### src/common/usp_regs.svh
`ifndef USP_REGS_SVH
`define USP_REGS_SVH

// timing figures in ns, cycles derived in the top
`define USP_CLK_NS      25
`define USP_DEGLITCH_NS 1000
`define USP_BLANK_NS    100000
`define USP_PRST_NS     10000

// charge role codes
`define USP_ROLE_SDP    2'h0
`define USP_ROLE_CDP    2'h1
`define USP_ROLE_DCP_HI 2'h2
`define USP_ROLE_DCP_LO 2'h3

// strap step field positions
`define USP_S1_NO_SS    3
`define USP_S1_SYNC_OUT 2
`define USP_S3_HOLD     3
`define USP_S3_GAIN4    2

// reset values
`define USP_ERR_RST     8'h00
`define USP_STRAP_RST   4'h0

`endif

### src/common/usp_pkg.sv
`default_nettype none
package usp_pkg;

  // data switch mode
  typedef enum logic [2:0] {
    usp_mode_off     = 3'h0,
    usp_mode_invalid = 3'h1,
    usp_mode_sdp     = 3'h2,
    usp_mode_cdp     = 3'h3,
    usp_mode_dcp_hi  = 3'h4,
    usp_mode_dcp_lo  = 3'h5
  } usp_mode_t;

  // part variant, fixed per build
  typedef enum logic [2:0] {
    usp_var_sa_port_role_select = 3'h0,
    usp_var_sa_sdp_cdp = 3'h1,
    usp_var_sa_sdp_dcp = 3'h2,
    usp_var_i2c_cdp    = 3'h3,
    usp_var_i2c_sdp    = 3'h4
  } usp_variant_t;

  // role class for port-reset detection
  typedef enum logic [1:0] {
    usp_cls_none = 2'h0,
    usp_cls_comm = 2'h1,
    usp_cls_chg  = 2'h2
  } usp_cls_t;

  // port reset sequencer
  typedef enum logic {
    usp_prst_idle = 1'h0,
    usp_prst_busy = 1'h1
  } usp_prst_t;

endpackage
`default_nettype wire

### src/rtl/usp_fault_filter.sv
`timescale 1ns/1ps
`default_nettype none
module usp_fault_filter #(
  parameter int W   = 16,
  parameter int DGL = 40,
  parameter int BLK = 4000
) (
  input  wire logic         ref_clk,
  input  wire logic         arst_n,
  input  wire logic [W-1:0] raw,
  input  wire logic         blank_start,
  output logic      [W-1:0] filt
);
  localparam int DW = $clog2(DGL + 1);
  localparam int BW = $clog2(BLK + 1);

  logic [W-1:0]  stable;   // deglitched copy of raw
  logic [BW-1:0] blk_cnt;  // blanking time left
  wire           blanking = (blk_cnt != '0);

  // per source deglitch: raw must differ for DGL cycles to flip
  genvar g;
  generate
    for (g = 0; g < W; g++) begin : g_dgl
      logic [DW-1:0] cnt;
      wire           diff = raw[g] ^ stable[g];
      wire           done = (cnt == DW'(DGL - 1));
      always_ff @(posedge ref_clk or negedge arst_n) begin
        if (!arst_n) begin
          cnt       <= '0;
          stable[g] <= 1'b0;
        end else if (!diff) begin
          cnt <= '0;
        end else if (done) begin
          cnt       <= '0;
          stable[g] <= raw[g];
        end else begin
          cnt <= cnt + DW'(1);
        end
      end
    end
  endgenerate

  // blanking timer restarts at startup; hides inrush faults
  always_ff @(posedge ref_clk or negedge arst_n) begin
    if (!arst_n) begin
      blk_cnt <= '0;
      filt    <= '0;
    end else begin
      if (blank_start) begin
        blk_cnt <= BW'(BLK);
      end else if (blanking) begin
        blk_cnt <= blk_cnt - BW'(1);
      end
      filt <= (blanking || blank_start) ? '0 : stable;
    end
  end
endmodule
`default_nettype wire

### src/rtl/usp_ctrl.sv
`timescale 1ns/1ps
`default_nettype none
`include "usp_regs.svh"
module usp_ctrl #(
  parameter usp_pkg::usp_variant_t VARIANT = usp_pkg::usp_var_sa_port_role_select,
  parameter int DGL_CYC  =
    (`USP_DEGLITCH_NS + `USP_CLK_NS - 1) / `USP_CLK_NS,
  parameter int BLK_CYC  =
    (`USP_BLANK_NS + `USP_CLK_NS - 1) / `USP_CLK_NS,
  parameter int PRST_CYC =
    (`USP_PRST_NS + `USP_CLK_NS - 1) / `USP_CLK_NS
) (
  input  wire logic         ref_clk,
  input  wire logic         arst_n,
  input  wire logic         high_voltage_enable,
  input  wire logic         supply_sense,
  input  wire logic         port_role_select,
  input  wire logic         cdp_detect_active,
  input  wire logic         device_attached,
  input  wire logic [3:0]   strap_resistor_one,
  input  wire logic [3:0]   strap_resistor_two,
  input  wire logic [3:0]   strap_resistor_three,
  input  wire logic [15:0]  fault_raw,
  input  wire logic         cfg_wr,
  input  wire logic         cfg_wr_ss_en,
  input  wire logic         cfg_wr_sync_dir,
  input  wire logic         role_wr,
  input  wire logic [1:0]   role_wr_code,
  input  wire logic         err_rd_a,
  input  wire logic         err_rd_b,
  input  wire logic [7:0]   alert_mask_reg_a,
  input  wire logic [7:0]   alert_mask_reg_b,
  output logic              direct_path_switch,
  output logic              charger_path_switch,
  output usp_pkg::usp_mode_t switch_mode,
  output logic              port_reset,
  output logic [1:0]        charge_role_code,
  output logic              ss_en,
  output logic              sync_dir,
  output logic [1:0]        i2c_addr_lsb,
  output logic [1:0]        osc_freq_code,
  output logic [4:0]        cable_gain,
  output logic [1:0]        usb_current_limit,
  output logic              hold_mode_en,
  output logic              i2c_enable,
  output logic [7:0]        err_cause_a,
  output logic [7:0]        err_cause_b,
  output logic              fault_n_o,
  output logic              fault_n_oe,
  output logic              attach_n_o,
  output logic              attach_n_oe
);

  // variant class, constant per build
  localparam logic IS_SA = (VARIANT == usp_pkg::usp_var_sa_port_role_select) ||
                           (VARIANT == usp_pkg::usp_var_sa_sdp_cdp) ||
                           (VARIANT == usp_pkg::usp_var_sa_sdp_dcp);
  localparam logic [1:0] ROLE_DEF =
    (VARIANT == usp_pkg::usp_var_i2c_cdp) ? `USP_ROLE_CDP
                                          : `USP_ROLE_SDP;

  // mode decode from pins, variant and role code
  function automatic usp_pkg::usp_mode_t f_mode(
    input logic       en,
    input logic       sup,
    input logic       role,
    input logic [1:0] code
  );
    f_mode = usp_pkg::usp_mode_off;
    if (!en) begin
      f_mode = usp_pkg::usp_mode_off;
    end else if (IS_SA) begin
      if (VARIANT == usp_pkg::usp_var_sa_port_role_select && role) begin
        f_mode = usp_pkg::usp_mode_dcp_hi;
      end else if (!sup) begin
        f_mode = usp_pkg::usp_mode_invalid;
      end else if (VARIANT == usp_pkg::usp_var_sa_port_role_select) begin
        f_mode = usp_pkg::usp_mode_cdp;
      end else if (VARIANT == usp_pkg::usp_var_sa_sdp_cdp) begin
        f_mode = role ? usp_pkg::usp_mode_cdp
                      : usp_pkg::usp_mode_sdp;
      end else begin
        f_mode = role ? usp_pkg::usp_mode_dcp_hi
                      : usp_pkg::usp_mode_sdp;
      end
    end else if (!sup) begin
      f_mode = usp_pkg::usp_mode_off;
    end else if (role) begin
      f_mode = usp_pkg::usp_mode_invalid;
    end else begin
      case (code)
        `USP_ROLE_SDP:    f_mode = usp_pkg::usp_mode_sdp;
        `USP_ROLE_CDP:    f_mode = usp_pkg::usp_mode_cdp;
        `USP_ROLE_DCP_HI: f_mode = usp_pkg::usp_mode_dcp_hi;
        default:          f_mode = usp_pkg::usp_mode_dcp_lo;
      endcase
    end
  endfunction

  // role class: communication, charging or none
  function automatic usp_pkg::usp_cls_t f_cls(
    input usp_pkg::usp_mode_t m
  );
    f_cls = usp_pkg::usp_cls_none;
    if (m == usp_pkg::usp_mode_sdp || m == usp_pkg::usp_mode_cdp) begin
      f_cls = usp_pkg::usp_cls_comm;
    end else if (m == usp_pkg::usp_mode_dcp_hi ||
                 m == usp_pkg::usp_mode_dcp_lo) begin
      f_cls = usp_pkg::usp_cls_chg;
    end
  endfunction

  // pin synchronisers: meta stage is read by the sync stage only
  localparam int PW = 17;
  logic [PW-1:0] pin_meta;   // first stage
  logic [PW-1:0] pin_sync;   // second stage
  logic [15:0]   flt_meta;   // fault first stage
  logic [15:0]   flt_sync;   // fault second stage
  always_ff @(posedge ref_clk or negedge arst_n) begin
    if (!arst_n) begin
      pin_meta <= '0;
      pin_sync <= '0;
      flt_meta <= '0;
      flt_sync <= '0;
    end else begin
      pin_meta <= {high_voltage_enable, supply_sense, port_role_select,
                   cdp_detect_active, device_attached,
                   strap_resistor_one, strap_resistor_two,
                   strap_resistor_three};
      pin_sync <= pin_meta;
      flt_meta <= fault_raw;
      flt_sync <= flt_meta;
    end
  end

  // named views of the synchronised pins
  wire       en_s   = pin_sync[16];
  wire       sup_s  = pin_sync[15];
  wire       role_s = pin_sync[14];
  wire       cdp_s  = pin_sync[13];
  wire       att_s  = pin_sync[12];
  wire [3:0] s1     = pin_sync[11:8];
  wire [3:0] s2     = pin_sync[7:4];
  wire [3:0] s3     = pin_sync[3:0];

  // enable edge marks the leave-shutdown moment
  logic en_d;
  wire  en_rise = en_s & ~en_d;
  always_ff @(posedge ref_clk or negedge arst_n) begin
    if (!arst_n) begin
      en_d <= 1'b0;
    end else begin
      en_d <= en_s;
    end
  end

  // i2c pins only carry a bus on bus variants
  assign i2c_enable = ~IS_SA;

  // software writes only on bus variants; startup load wins a tie
  wire sw_cfg  = cfg_wr  & ~IS_SA & ~en_rise;
  wire sw_role = role_wr & ~IS_SA & ~en_rise;

  // strap capture at startup; straps are static so a late sample
  // after the synchroniser is as good as the raw level
  always_ff @(posedge ref_clk or negedge arst_n) begin
    if (!arst_n) begin
      ss_en             <= 1'b0;
      sync_dir          <= 1'b0;
      i2c_addr_lsb      <= 2'h0;
      osc_freq_code     <= 2'h0;
      cable_gain        <= 5'h00;
      usb_current_limit <= 2'h0;
      hold_mode_en      <= 1'b0;
      charge_role_code  <= `USP_ROLE_SDP;
    end else if (en_rise) begin
      ss_en    <= ~s1[`USP_S1_NO_SS];
      sync_dir <= s1[`USP_S1_SYNC_OUT];
      if (IS_SA) begin
        osc_freq_code     <= s1[1:0];
        cable_gain        <= {s3[`USP_S3_GAIN4], s2};
        usb_current_limit <= s3[1:0];
        hold_mode_en      <= s3[`USP_S3_HOLD] &
          (VARIANT != usp_pkg::usp_var_sa_sdp_cdp);
      end else begin
        i2c_addr_lsb     <= s1[1:0];
        charge_role_code <= ROLE_DEF;
      end
    end else begin
      if (sw_cfg) begin
        ss_en    <= cfg_wr_ss_en;
        sync_dir <= cfg_wr_sync_dir;
      end
      if (sw_role) begin
        charge_role_code <= role_wr_code;
      end
    end
  end

  // mode selection and port reset sequencing
  usp_pkg::usp_mode_t next_mode;
  usp_pkg::usp_prst_t prst_st;
  usp_pkg::usp_prst_t next_prst_st;
  logic [15:0]        prst_cnt;
  assign next_mode = f_mode(en_s, sup_s, role_s, charge_role_code);
  wire cls_swap = (f_cls(next_mode) != usp_pkg::usp_cls_none) &&
                  (f_cls(switch_mode) != usp_pkg::usp_cls_none) &&
                  (f_cls(next_mode) != f_cls(switch_mode));
  wire prst_done = (prst_cnt == 16'(PRST_CYC - 1));

  // sequencer: a swap mid-reset simply restarts the count
  always_comb begin
    next_prst_st = prst_st;
    case (prst_st)
      usp_pkg::usp_prst_idle: begin
        if (cls_swap) begin
          next_prst_st = usp_pkg::usp_prst_busy;
        end
      end
      default: begin
        if (prst_done && !cls_swap) begin
          next_prst_st = usp_pkg::usp_prst_idle;
        end
      end
    endcase
  end

  wire prst_next = (next_prst_st == usp_pkg::usp_prst_busy);

  // switch drive; an invalid bus variant parks on the charger path
  wire sw_dir_w = (switch_mode == usp_pkg::usp_mode_sdp) ||
                  (switch_mode == usp_pkg::usp_mode_cdp && !cdp_s);
  wire sw_chg_w = (f_cls(switch_mode) == usp_pkg::usp_cls_chg) ||
                  (switch_mode == usp_pkg::usp_mode_cdp && cdp_s) ||
                  (switch_mode == usp_pkg::usp_mode_invalid && !IS_SA);

  // mode, sequencer and switch registers
  always_ff @(posedge ref_clk or negedge arst_n) begin
    if (!arst_n) begin
      switch_mode         <= usp_pkg::usp_mode_off;
      prst_st             <= usp_pkg::usp_prst_idle;
      prst_cnt            <= 16'h0000;
      direct_path_switch  <= 1'b0;
      charger_path_switch <= 1'b0;
    end else begin
      switch_mode <= next_mode;
      prst_st     <= next_prst_st;
      prst_cnt    <= (prst_st == usp_pkg::usp_prst_busy && !cls_swap &&
                      !prst_done) ? prst_cnt + 16'h0001 : 16'h0000;
      // both paths open while the port is being reset
      direct_path_switch  <= sw_dir_w & ~prst_next;
      charger_path_switch <= sw_chg_w & ~prst_next;
    end
  end
  assign port_reset = (prst_st == usp_pkg::usp_prst_busy);

  // fault filtering
  logic [15:0] flt;     // filtered fault conditions
  logic [15:0] flt_d;   // previous filtered value
  usp_fault_filter #(
    .W   (16),
    .DGL (DGL_CYC),
    .BLK (BLK_CYC)
  ) u_filter (
    .ref_clk     (ref_clk),
    .arst_n      (arst_n),
    .raw         (flt_sync),
    .blank_start (en_rise),
    .filt        (flt)
  );
  wire [15:0] flt_rise = flt & ~flt_d;
  wire        flt_any  = |flt;

  // cause bits: read clears after the data was taken; a new onset
  // in the read cycle survives, a standing fault returns a cycle on
  wire [7:0] next_err_a = err_rd_a ? flt_rise[7:0]
                                   : (err_cause_a | flt[7:0]);
  wire [7:0] next_err_b = err_rd_b ? flt_rise[15:8]
                                   : (err_cause_b | flt[15:8]);
  wire int_req = |(err_cause_a & alert_mask_reg_a) |
                 |(err_cause_b & alert_mask_reg_b);
  wire att_drv = IS_SA ? att_s : int_req;

  // cause registers and open-drain pins
  always_ff @(posedge ref_clk or negedge arst_n) begin
    if (!arst_n) begin
      flt_d       <= 16'h0000;
      err_cause_a <= `USP_ERR_RST;
      err_cause_b <= `USP_ERR_RST;
      fault_n_oe  <= 1'b1;
      attach_n_oe <= 1'b1;
    end else begin
      flt_d       <= flt;
      err_cause_a <= next_err_a;
      err_cause_b <= next_err_b;
      fault_n_oe  <= ~flt_any;
      attach_n_oe <= ~att_drv;
    end
  end
  assign fault_n_o  = 1'b0;
  assign attach_n_o = 1'b0;
endmodule
`default_nettype wire

### config.mk
export PLATFORM = sky130hd
export DESIGN_NAME = usp_ctrl
export DESIGN_NICKNAME = d
export VERILOG_FILES = /design/src/common/usp_pkg.sv /design/src/rtl/usp_fault_filter.sv /design/src/rtl/usp_ctrl.sv
export VERILOG_INCLUDE_DIRS = /design/src /design/src/common
export SDC_FILE = /design/constraint.sdc
export NUM_CORES = 1
export LEC_CHECK = 0
export ABC_AREA = 1
export BUFFER_PORTS_ARGS = -buffer_cell sky130_fd_sc_hd__buf_2
export CORE_MARGIN = 2
export CORE_UTILIZATION = 40
export CTS_BUF_LIST = sky130_fd_sc_hd__clkbuf_4 sky130_fd_sc_hd__clkbuf_8
export DETAILED_ROUTE_END_ITERATION = 12
export GPL_TIMING_DRIVEN = 1
export PLACE_DENSITY = 0.66
export SLEW_MARGIN = 20
export SYNTH_ARGS = -nofsm -noshare
export SYNTH_HDL_FRONTEND = slang
export SYNTH_SLANG_ARGS = --single-unit
### constraint.sdc
create_clock -name ref_clk -period 4.3 [get_ports ref_clk]
set_input_delay 0.43 -clock ref_clk [delete_from_list [all_inputs] [get_ports ref_clk]]
set_output_delay 0.43 -clock ref_clk [all_outputs]
set_load 0.005 [all_outputs]
# Word-level counts from Yosys, hierarchy flattened
# Index checks and enable logic that the tools add are counted.
# totals
word_cells,214
input_bits,59
register_bits,275
# op_classes
add_sub_neg,18
reduce_logical,38
n_eq_ne,27
muxes,48
bitwise_logic,28
# ops
op,n
2-to-1 mux 6 bit,32
"adder 6 x 1 -> 6 bit, second input constant",16
"equality test 6 bit, second input constant",16
2-to-1 mux 16 bit,2
AND reduction 2 bit,16
2-to-1 mux 12 bit,2
"adder 16 x 1 -> 16 bit, second input constant",1
AND 16 bit,1
"equality test 16 x 9 -> 1 bit, second input constant",1
2-to-1 mux 8 bit,2
NOT 16 bit,1
bitwise OR 8 bit,2
OR reduction 16 bit,1
bitwise XOR 1 bit,16
"equality test 3 x 2 -> 1 bit, second input constant",4
"equality test 3 bit, second input constant",4
nonzero test 12 bit,1
"subtractor 12 x 1 -> 12 bit, second input constant",1
2-to-1 mux 2 bit,5
logical AND 1 bit,7
logical OR 1 bit,7
2-to-1 mux 3 bit,2
nonzero test 2 bit,3
NOT 1 bit,5
5 further kinds,11

# Longest topological paths before layout
# Gate-level depths: netlist (run 1).
# depth
word_depth,16
depth_mapped,10
ltp_nobuf,9

# Cells and area by module
# From an unflattened synthesis (run 1), not the netlist that was laid out.
# hier_totals
hier_cells,1078
hier_area_um2,10761.6
# modules_own_cells
module,n_inst,area_per_inst_um2,cells_each,seq_area_each_um2
usp_fault_filter,1,6233.5,707,3503.4
usp_ctrl,1,4528.1,371,3380.7

# Worst setup path after synthesis (run 1)
# Ideal clock, no wire load.
# synth_path
path_type,reg2reg
from,register u_filter.blk_cnt[0]
to,register u_filter.blk_cnt[5]
required_time_ns,4.189
t_arrival_ns,1.313
setup_slack_ns,2.876
path_stages_with_launch,9
n_path_buf,1
cell_sequence,dfrtp_1 > inv_1 > ha_1 > nand2_2 > nor2_4 > nand3_4 > buf_6 > nand2_2 > inv_2
# synth_between
elab_chain_len,3
word_cells_on_any_way,5
classes_between,add/sub: 1; mux: 2; reduce/logical: 2
# synth_lines
item,line,source
from (decl),usp_fault_filter.sv:18,logic [BW-1:0] blk_cnt;
from (signal assigned),usp_fault_filter.sv:51,blk_cnt <= BW'(BLK);
from (signal assigned),usp_fault_filter.sv:53,blk_cnt <= blk_cnt - BW'(1);
subtractor 12 x 1 -> 12 bit,usp_fault_filter.sv:53,
2-to-1 mux 12 bit,usp_fault_filter.sv:52,end else if (blanking) begin
2-to-1 mux 12 bit,usp_fault_filter.sv:50,if (blank_start) begin
# Parallel ways exist; a longest one is shown, timed or not. The select of a mux whose other input is x is not followed.
# A chain may end at the register's enable or synchronous reset.

# Final worst setup path (run 1)
# layout_path
from,register u_filter.blk_cnt[0]
to,register u_filter.blk_cnt[11]
# The elaborated chain is that of the path after synthesis.

==> qor.txt, run 1 <==
Status: completed
CP required: 4.73 ns
Worst setup EP type: flip-flop
Share of layout cells above drive strength 1: 0.1597
Worst hold path class: in -> reg
Grt total ovfl: 0
First-pass DRT Iterations: 5
Synth top area cells: dfrtp_1 (65%), nand2_1 (5.6%), nor2_1 (5.6%)
Startpoint types: flip-flop
Number of clock sinks: 275
DRT antenna net count: 0
Row count: 59
# DRC: 0
Post-synth EDFFs: 0
Finish-stage setup viols: 0
Vias in the first global route: 6993
Post-route minimum period: 1.856 ns
Final wirelength: 18.13 mm
PortBufs: 72
H-tree depth: 2
Nets@finish: 1249
Routed wire length per instance: 11.80 um
TNS Setup: 0 ns
Total power: 5.579 mW
Asr flop ratio synth: 1.000
CTS tree: done
Initial DRC count: 314
Setup ws final: 2.444 ns
Synth-to-Final Area Change: 19.41%
Hold WS: 0.3221 ns
P_leak: 6.306 nW
Pwr/cell area: 441.2 nW/um2
Largest net degree at the start of global routing: 116
Yosys top cell area share: 0.6451
ANT cells: 0
# IOs: 102
Clock transition at path regs: 0.06 ns
DP Wirelength: 11.73 mm
Die X: 166.7 um
Vias per cell: 4.498
WS Path Type: reg -> reg
Initial core utilization: 0.4064
Yosys cell types: 36
GRT Total Usage: 0.1363
Max Transition Viols Final: 0
Cell accounting for the most synthesized area: dfrtp_1
CP Max Fanout: 22
Slew @ Worst Pin: 0.8571 ns
Maximum vdd drop: 0.2723 mV
Most common cell in the netlist: dfrtp_1
Synth top cells by count: dfrtp_1 (273), nand2_1 (159), nor2_1 (159), inv_1 (113), o21ai_0 (61)
Core area: 26060 um2
Initial antenna violation count: 0
Seq cells post-synth: 275
Root Buffer: clkbuf_8
Full die area: 27790 um2
Routability cong.: 0.7787
Yosys warns: 0
RSZ-0062 raised after global routing: no
CP Data Arrival Time: 2.29 ns
Sequential share of the synthesized area: 0.6500
Skew-Pair Late Insertion Delay: 0.56 ns
Post-CTS Setup Inserts: 0
Main flop type after synthesis: dfrtp_1
Total CTS buffers: 46
Mapped Area: 10590 um2
Gate Count Post-Synth: 1018
Relative slew slack: 0.4286
Die height: 166.7 um
Layout Cells excl Fill: 1537
Skew final: 0.04564 ns
Max Cap Violations: 0
Placed insts: 1422
Fmax: 538.7 MHz
Pre-CTS setup slack: 2.404 ns
Final worst-path cycle share: 0.4317
First-pass GRT wire length: 31.98 mm
Final hold vios: 0
Vias: 6914
Bufs on Longest Clock Path: 3
Syn_area_per_cell: 10.40 um2
[critical path, stage by stage, from the launching register on]
cell and delay (ns):
dfrtp_1 0.36, inv_1 0.16, ha_1 0.27, nand2_2 0.11
nor2_4 0.17, nand3_4 0.37, nand3b_1 0.23, nand2_1 0.07
[final timing paths]
kind                                                  from                                to  slack (ns)  cells past startpoint
setup / recovery           u_filter.blk_cnt[0]$_DFFE_PN0P_  u_filter.blk_cnt[11]$_DFFE_PN0P_        2.44                      7
hold / removal                                    err_rd_b          err_cause_b[3]$_DFF_PN0_        0.32                      4
setup reg to reg           u_filter.blk_cnt[0]$_DFFE_PN0P_  u_filter.blk_cnt[11]$_DFFE_PN0P_        2.44                      7
hold reg to reg                     pin_meta[15]$_DFF_PN0_            pin_sync[15]$_DFF_PN0_        0.33                      0
max in group asynchronous                           arst_n             prst_cnt[5]$_DFF_PN0_        2.66                      3
min in group asynchronous                           arst_n  usb_current_limit[1]$_DFFE_PN0P_        0.51                      2
[layout by cell type (no fill, tap or decap), drive strengths merged, types with 3 or more instances in the layout]
master,count
nor2,178
clkbuf,69
dlygate4sd3,34
nand3,45
clkinv,10
inv,118
nand4,12
nor3b,16
a21oi,37
and2,12
xor2,35
nor3,12
ha,21
dfrtp,273
or2,3
buf,76
conb,7
nand2,162
o21ai,63
xnor2,9
[metal layers]
layer | part of all wire | GRT usage
met5 | 0 | 0
met2 | 0.45 | 0.2192
met1 | 0.48 | 0.1828
met3 | 0.048 | 0.03279
met4 | 0.018 | 0.04535
[cell families (layout without fill, tap and decap cells)]
family	count (synthesis)	in the layout	synth area share
xor+xnor	44	44	0.03639
compound gates	104	104	0.05080
flops	275	275	0.6500
simple gates	444	444	0.1864
other cells	1	7	0.0003541
fa+ha+maj	21	21	0.02481
buf+inv	129	307	0.05116
[per-stage QoR]
stage / cell area [um2] / util
after global placement: 11340 / 0.4351
after floorplan: 10610 / -
after detailed placement: 11340 / 0.4351
final: 12650 / 0.4853
after global routing: 12650 / 0.4853
after CTS: 12650 / 0.4853
[area by class of cell]
class	instances	area, um2
fill	2354	13410
tap	335	419.2
multi-input combinational	620	3187
clock buffer	69	880.8
clock inverter	12	86.33
inverter	116	435.4
sequential	275	6884
timing repair buffer	110	753.2
[power by group]
group / leakage [nW] / switching, mW / total (mW) / internal, mW
logic: 2.22 / 0.247 / 0.417 / 0.170
clock network: 0.522 / 1.02 / 2.35 / 1.32
registers: 3.57 / 0.0904 / 2.82 / 2.73
[what timing repair did]
action                                  CTS  global route
resized for setup                         0             0
endpoints found under the setup margin    0             0
hold buffers                             34             0
hold endpoints to repair                127             0
[state kept, by name, indices dropped and copies added, names as in the netlist, 2 cells and up]
| name | cells |
|---|---|
| cable_gain | 5 |
| err_cause_a | 8 |
| err_cause_b | 8 |
| flt_d | 16 |
| flt_meta | 16 |
| flt_sync | 16 |
| osc_freq_code | 2 |
| pin_meta | 17 |
| pin_sync | 17 |
| prst_cnt | 16 |
| switch_mode | 3 |
| u_filter.blk_cnt | 12 |
| u_filter.filt | 16 |
| u_filter.g_dgl.cnt | 96 |
| u_filter.stable | 16 |
| usb_current_limit | 2 |
Power figures use the tool's default switching activity.
==> run 2: changes to the inputs <==
==> constraint.sdc (replaced) <==
create_clock -name ref_clk -period 1.9 [get_ports ref_clk]
set_input_delay 0.19 -clock ref_clk [delete_from_list [all_inputs] [get_ports ref_clk]]
set_output_delay 0.19 -clock ref_clk [all_outputs]
set_load 0.005 [all_outputs]
==> run 2 against run 1 <==
Compared with the run above: cell area is 0.71% higher; global-route usage is 0.14 points higher; setup slack worse by 2.2 ns; highest routed layer unchanged; final cell count is 0.26% higher; non-clock buffer count is 7 higher; sequential power is 130% higher; fmax is 12% higher; sequential share of layout area is 0.39 points lower.
==> qor.txt, run 2 (synthesis results as in run 1) <==
Status: completed
H-tree depth: 2
CP required: 2.39 ns
Total CTS buffers: 45
Pre-CTS setup slack: 0.2160 ns
DP Wirelength: 12.45 mm
Synth-to-Final Area Change: 20.26%
Initial DRC count: 300
Final wirelength: 18.35 mm
Routed wire length per instance: 11.91 um
Die X: 166.7 um
Final worst-path cycle share: 0.8755
Initial antenna violation count: 0
DRT antenna net count: 0
Crit path max-delay family: simple AND/OR/NAND/NOR gates
CP startpoint: u_filter.blk_cnt[1]$_DFFE_PN0P_
Worst Path Buf+Inv: 2
Worst path depth: 7
Vias per cell: 4.528
Worst reg-to-reg setup slack: 0.24 ns
Max stage delay cell, worst path: dfrtp_1
Largest net degree at the start of global routing: 57
Layout fillers: 2370
CP Max Fanout: 13
Initial core utilization: 0.4064
Max Cap Violations: 0
Startpoint types: flip-flop
Max stage delay on crit path: 0.37 ns
Nets@finish: 1255
GRT Total Usage: 0.1377
Most common cell after layout, fill and taps aside: dfrtp_1
Final hold vios: 0
Number of clock sinks: 275
Full die area: 27790 um2
Commonest cells after routing, fill and taps aside: dfrtp_1 (273), nand2_1 (159), nor2_1 (159)
Reg2reg end: u_filter.filt[6]$_DFF_PN0_
Ordered list of cells on the worst path: inv_1, ha_1, nand2_2, nor2_4, nand3_4, buf_12, nor2_2
Critical Path Sink: u_filter.filt[6]$_DFF_PN0_
Vias in the first global route: 6900
ANT cells: 0
Fin util: 0.4887
Setup ws final: 0.2365 ns
Pwr/cell area: 992.2 nW/um2
Row count: 59
Die height: 166.7 um
CP Data Arrival Time: 2.15 ns
First-pass DRT Iterations: 4
Skew-Pair Late Insertion Delay: 0.56 ns
Routability cong.: 0.8117
Max reg flops: 96
Reg-to-reg startpoint: u_filter.blk_cnt[1]$_DFFE_PN0P_
Max Transition Viols Final: 0
RSZ-0062 raised after global routing: no
Grt total ovfl: 0
# DRC: 0
Finish-stage setup viols: 0
WS Path Type: reg -> reg
# IOs: 102
Fmax: 601.1 MHz
Vias: 6978
TNS Setup: 0 ns
Final Cell Area: 12740 um2
P_leak: 6.345 nW
Bufs on Longest Clock Path: 3
Worst setup EP type: flip-flop
Maximum vdd drop: 0.7146 mV
First-pass GRT wire length: 32.35 mm
Largest register by flop count: u_filter.g_dgl.cnt
Clock transition at path regs: 0.06 ns
Largest regs: u_filter.g_dgl.cnt x96, pin_meta x17, pin_sync x17
CTS tree: done
Core area: 26060 um2
Root Buffer: clkbuf_8
Reg2reg path depth: 7
Share of layout cells above drive strength 1: 0.1625
Worst hold path class: in -> reg
PortBufs: 72
Post-route minimum period: 1.663 ns
Skew final: 0.03218 ns
Cell Area, Placed: 11440 um2
run 2: cell count changes in the layout (fill, tap and decap cells not counted):
cell and delta:
clkinvlp_4 +1, clkinv_8 -1, inv_6 -1, buf_4 +3, clkinv_2 -4, buf_12 +4, clkbuf_8 +1, inv_8 +1
run 2: cell type report:
cell class	count	area, um2	area share
flip-flops and latches	275	6884	0.5405
multi-input cells	620	3187	0.2502
clock buffers	70	894.6	0.07024
repair buffers	117	855.8	0.06720
inverters	116	435.4	0.03419
well taps	335	419.2	0.03291
clock inverters	8	60.06	0.004716
run 2: how the worst min path moves through the flow:
stage          slack (ns)                        end  cells after the start  startpoint
2_1_floorplan       -0.11  cable_gain[0]$_DFFE_PN0P_                      0      arst_n
5_1_grt              0.11   err_cause_b[1]$_DFF_PN0_                      4    err_rd_b
6_report              0.1   err_cause_b[6]$_DFF_PN0_                      4    err_rd_b
3_3_place_gp         0.12   hold_mode_en$_DFFE_PN0P_                      1      arst_n
3_5_place_dp         0.12   hold_mode_en$_DFFE_PN0P_                      1      arst_n
4_1_cts              0.07   err_cause_b[6]$_DFF_PN0_                      4    err_rd_b
run 2: per-stage QoR:
step,hold WS [ns],total power [mW],cells
global route,0.1052,13.29,1541
floorplan,-0.1056,7.044,1024
detailed placement,0.1227,7.411,1429
CTS,0.06544,12.85,1541
global placement,0.1233,7.374,1429
finish,0.09635,12.64,1541
run 2: timing repair:
action	CTS	global route
gates resized for setup	0	0
hold buffers	34	0
setup buffers	0	0
endpoints found under the hold margin	306	0
run 2: worst min-delay path: cells and delay by family:
kind / cells / cell delay, ns
AO/OA/AOI/OAI: 2 / 0.20
buffers and inverters: 2 / 0.21
run 2: layer usage:
metal	share of wire	up-vias	GRT usage
met4	0.023	0	0.04423
met2	0.46	123	0.2195
met3	0.048	40	0.03208
met5	0	-	0
met1	0.47	3291	0.1877
li1	-	3524	-
run 2: report_power, final:
part           switching (mW)  internal [mW]
logic                   0.564          0.404
clock network            2.28           3.01
registers               0.207           6.17
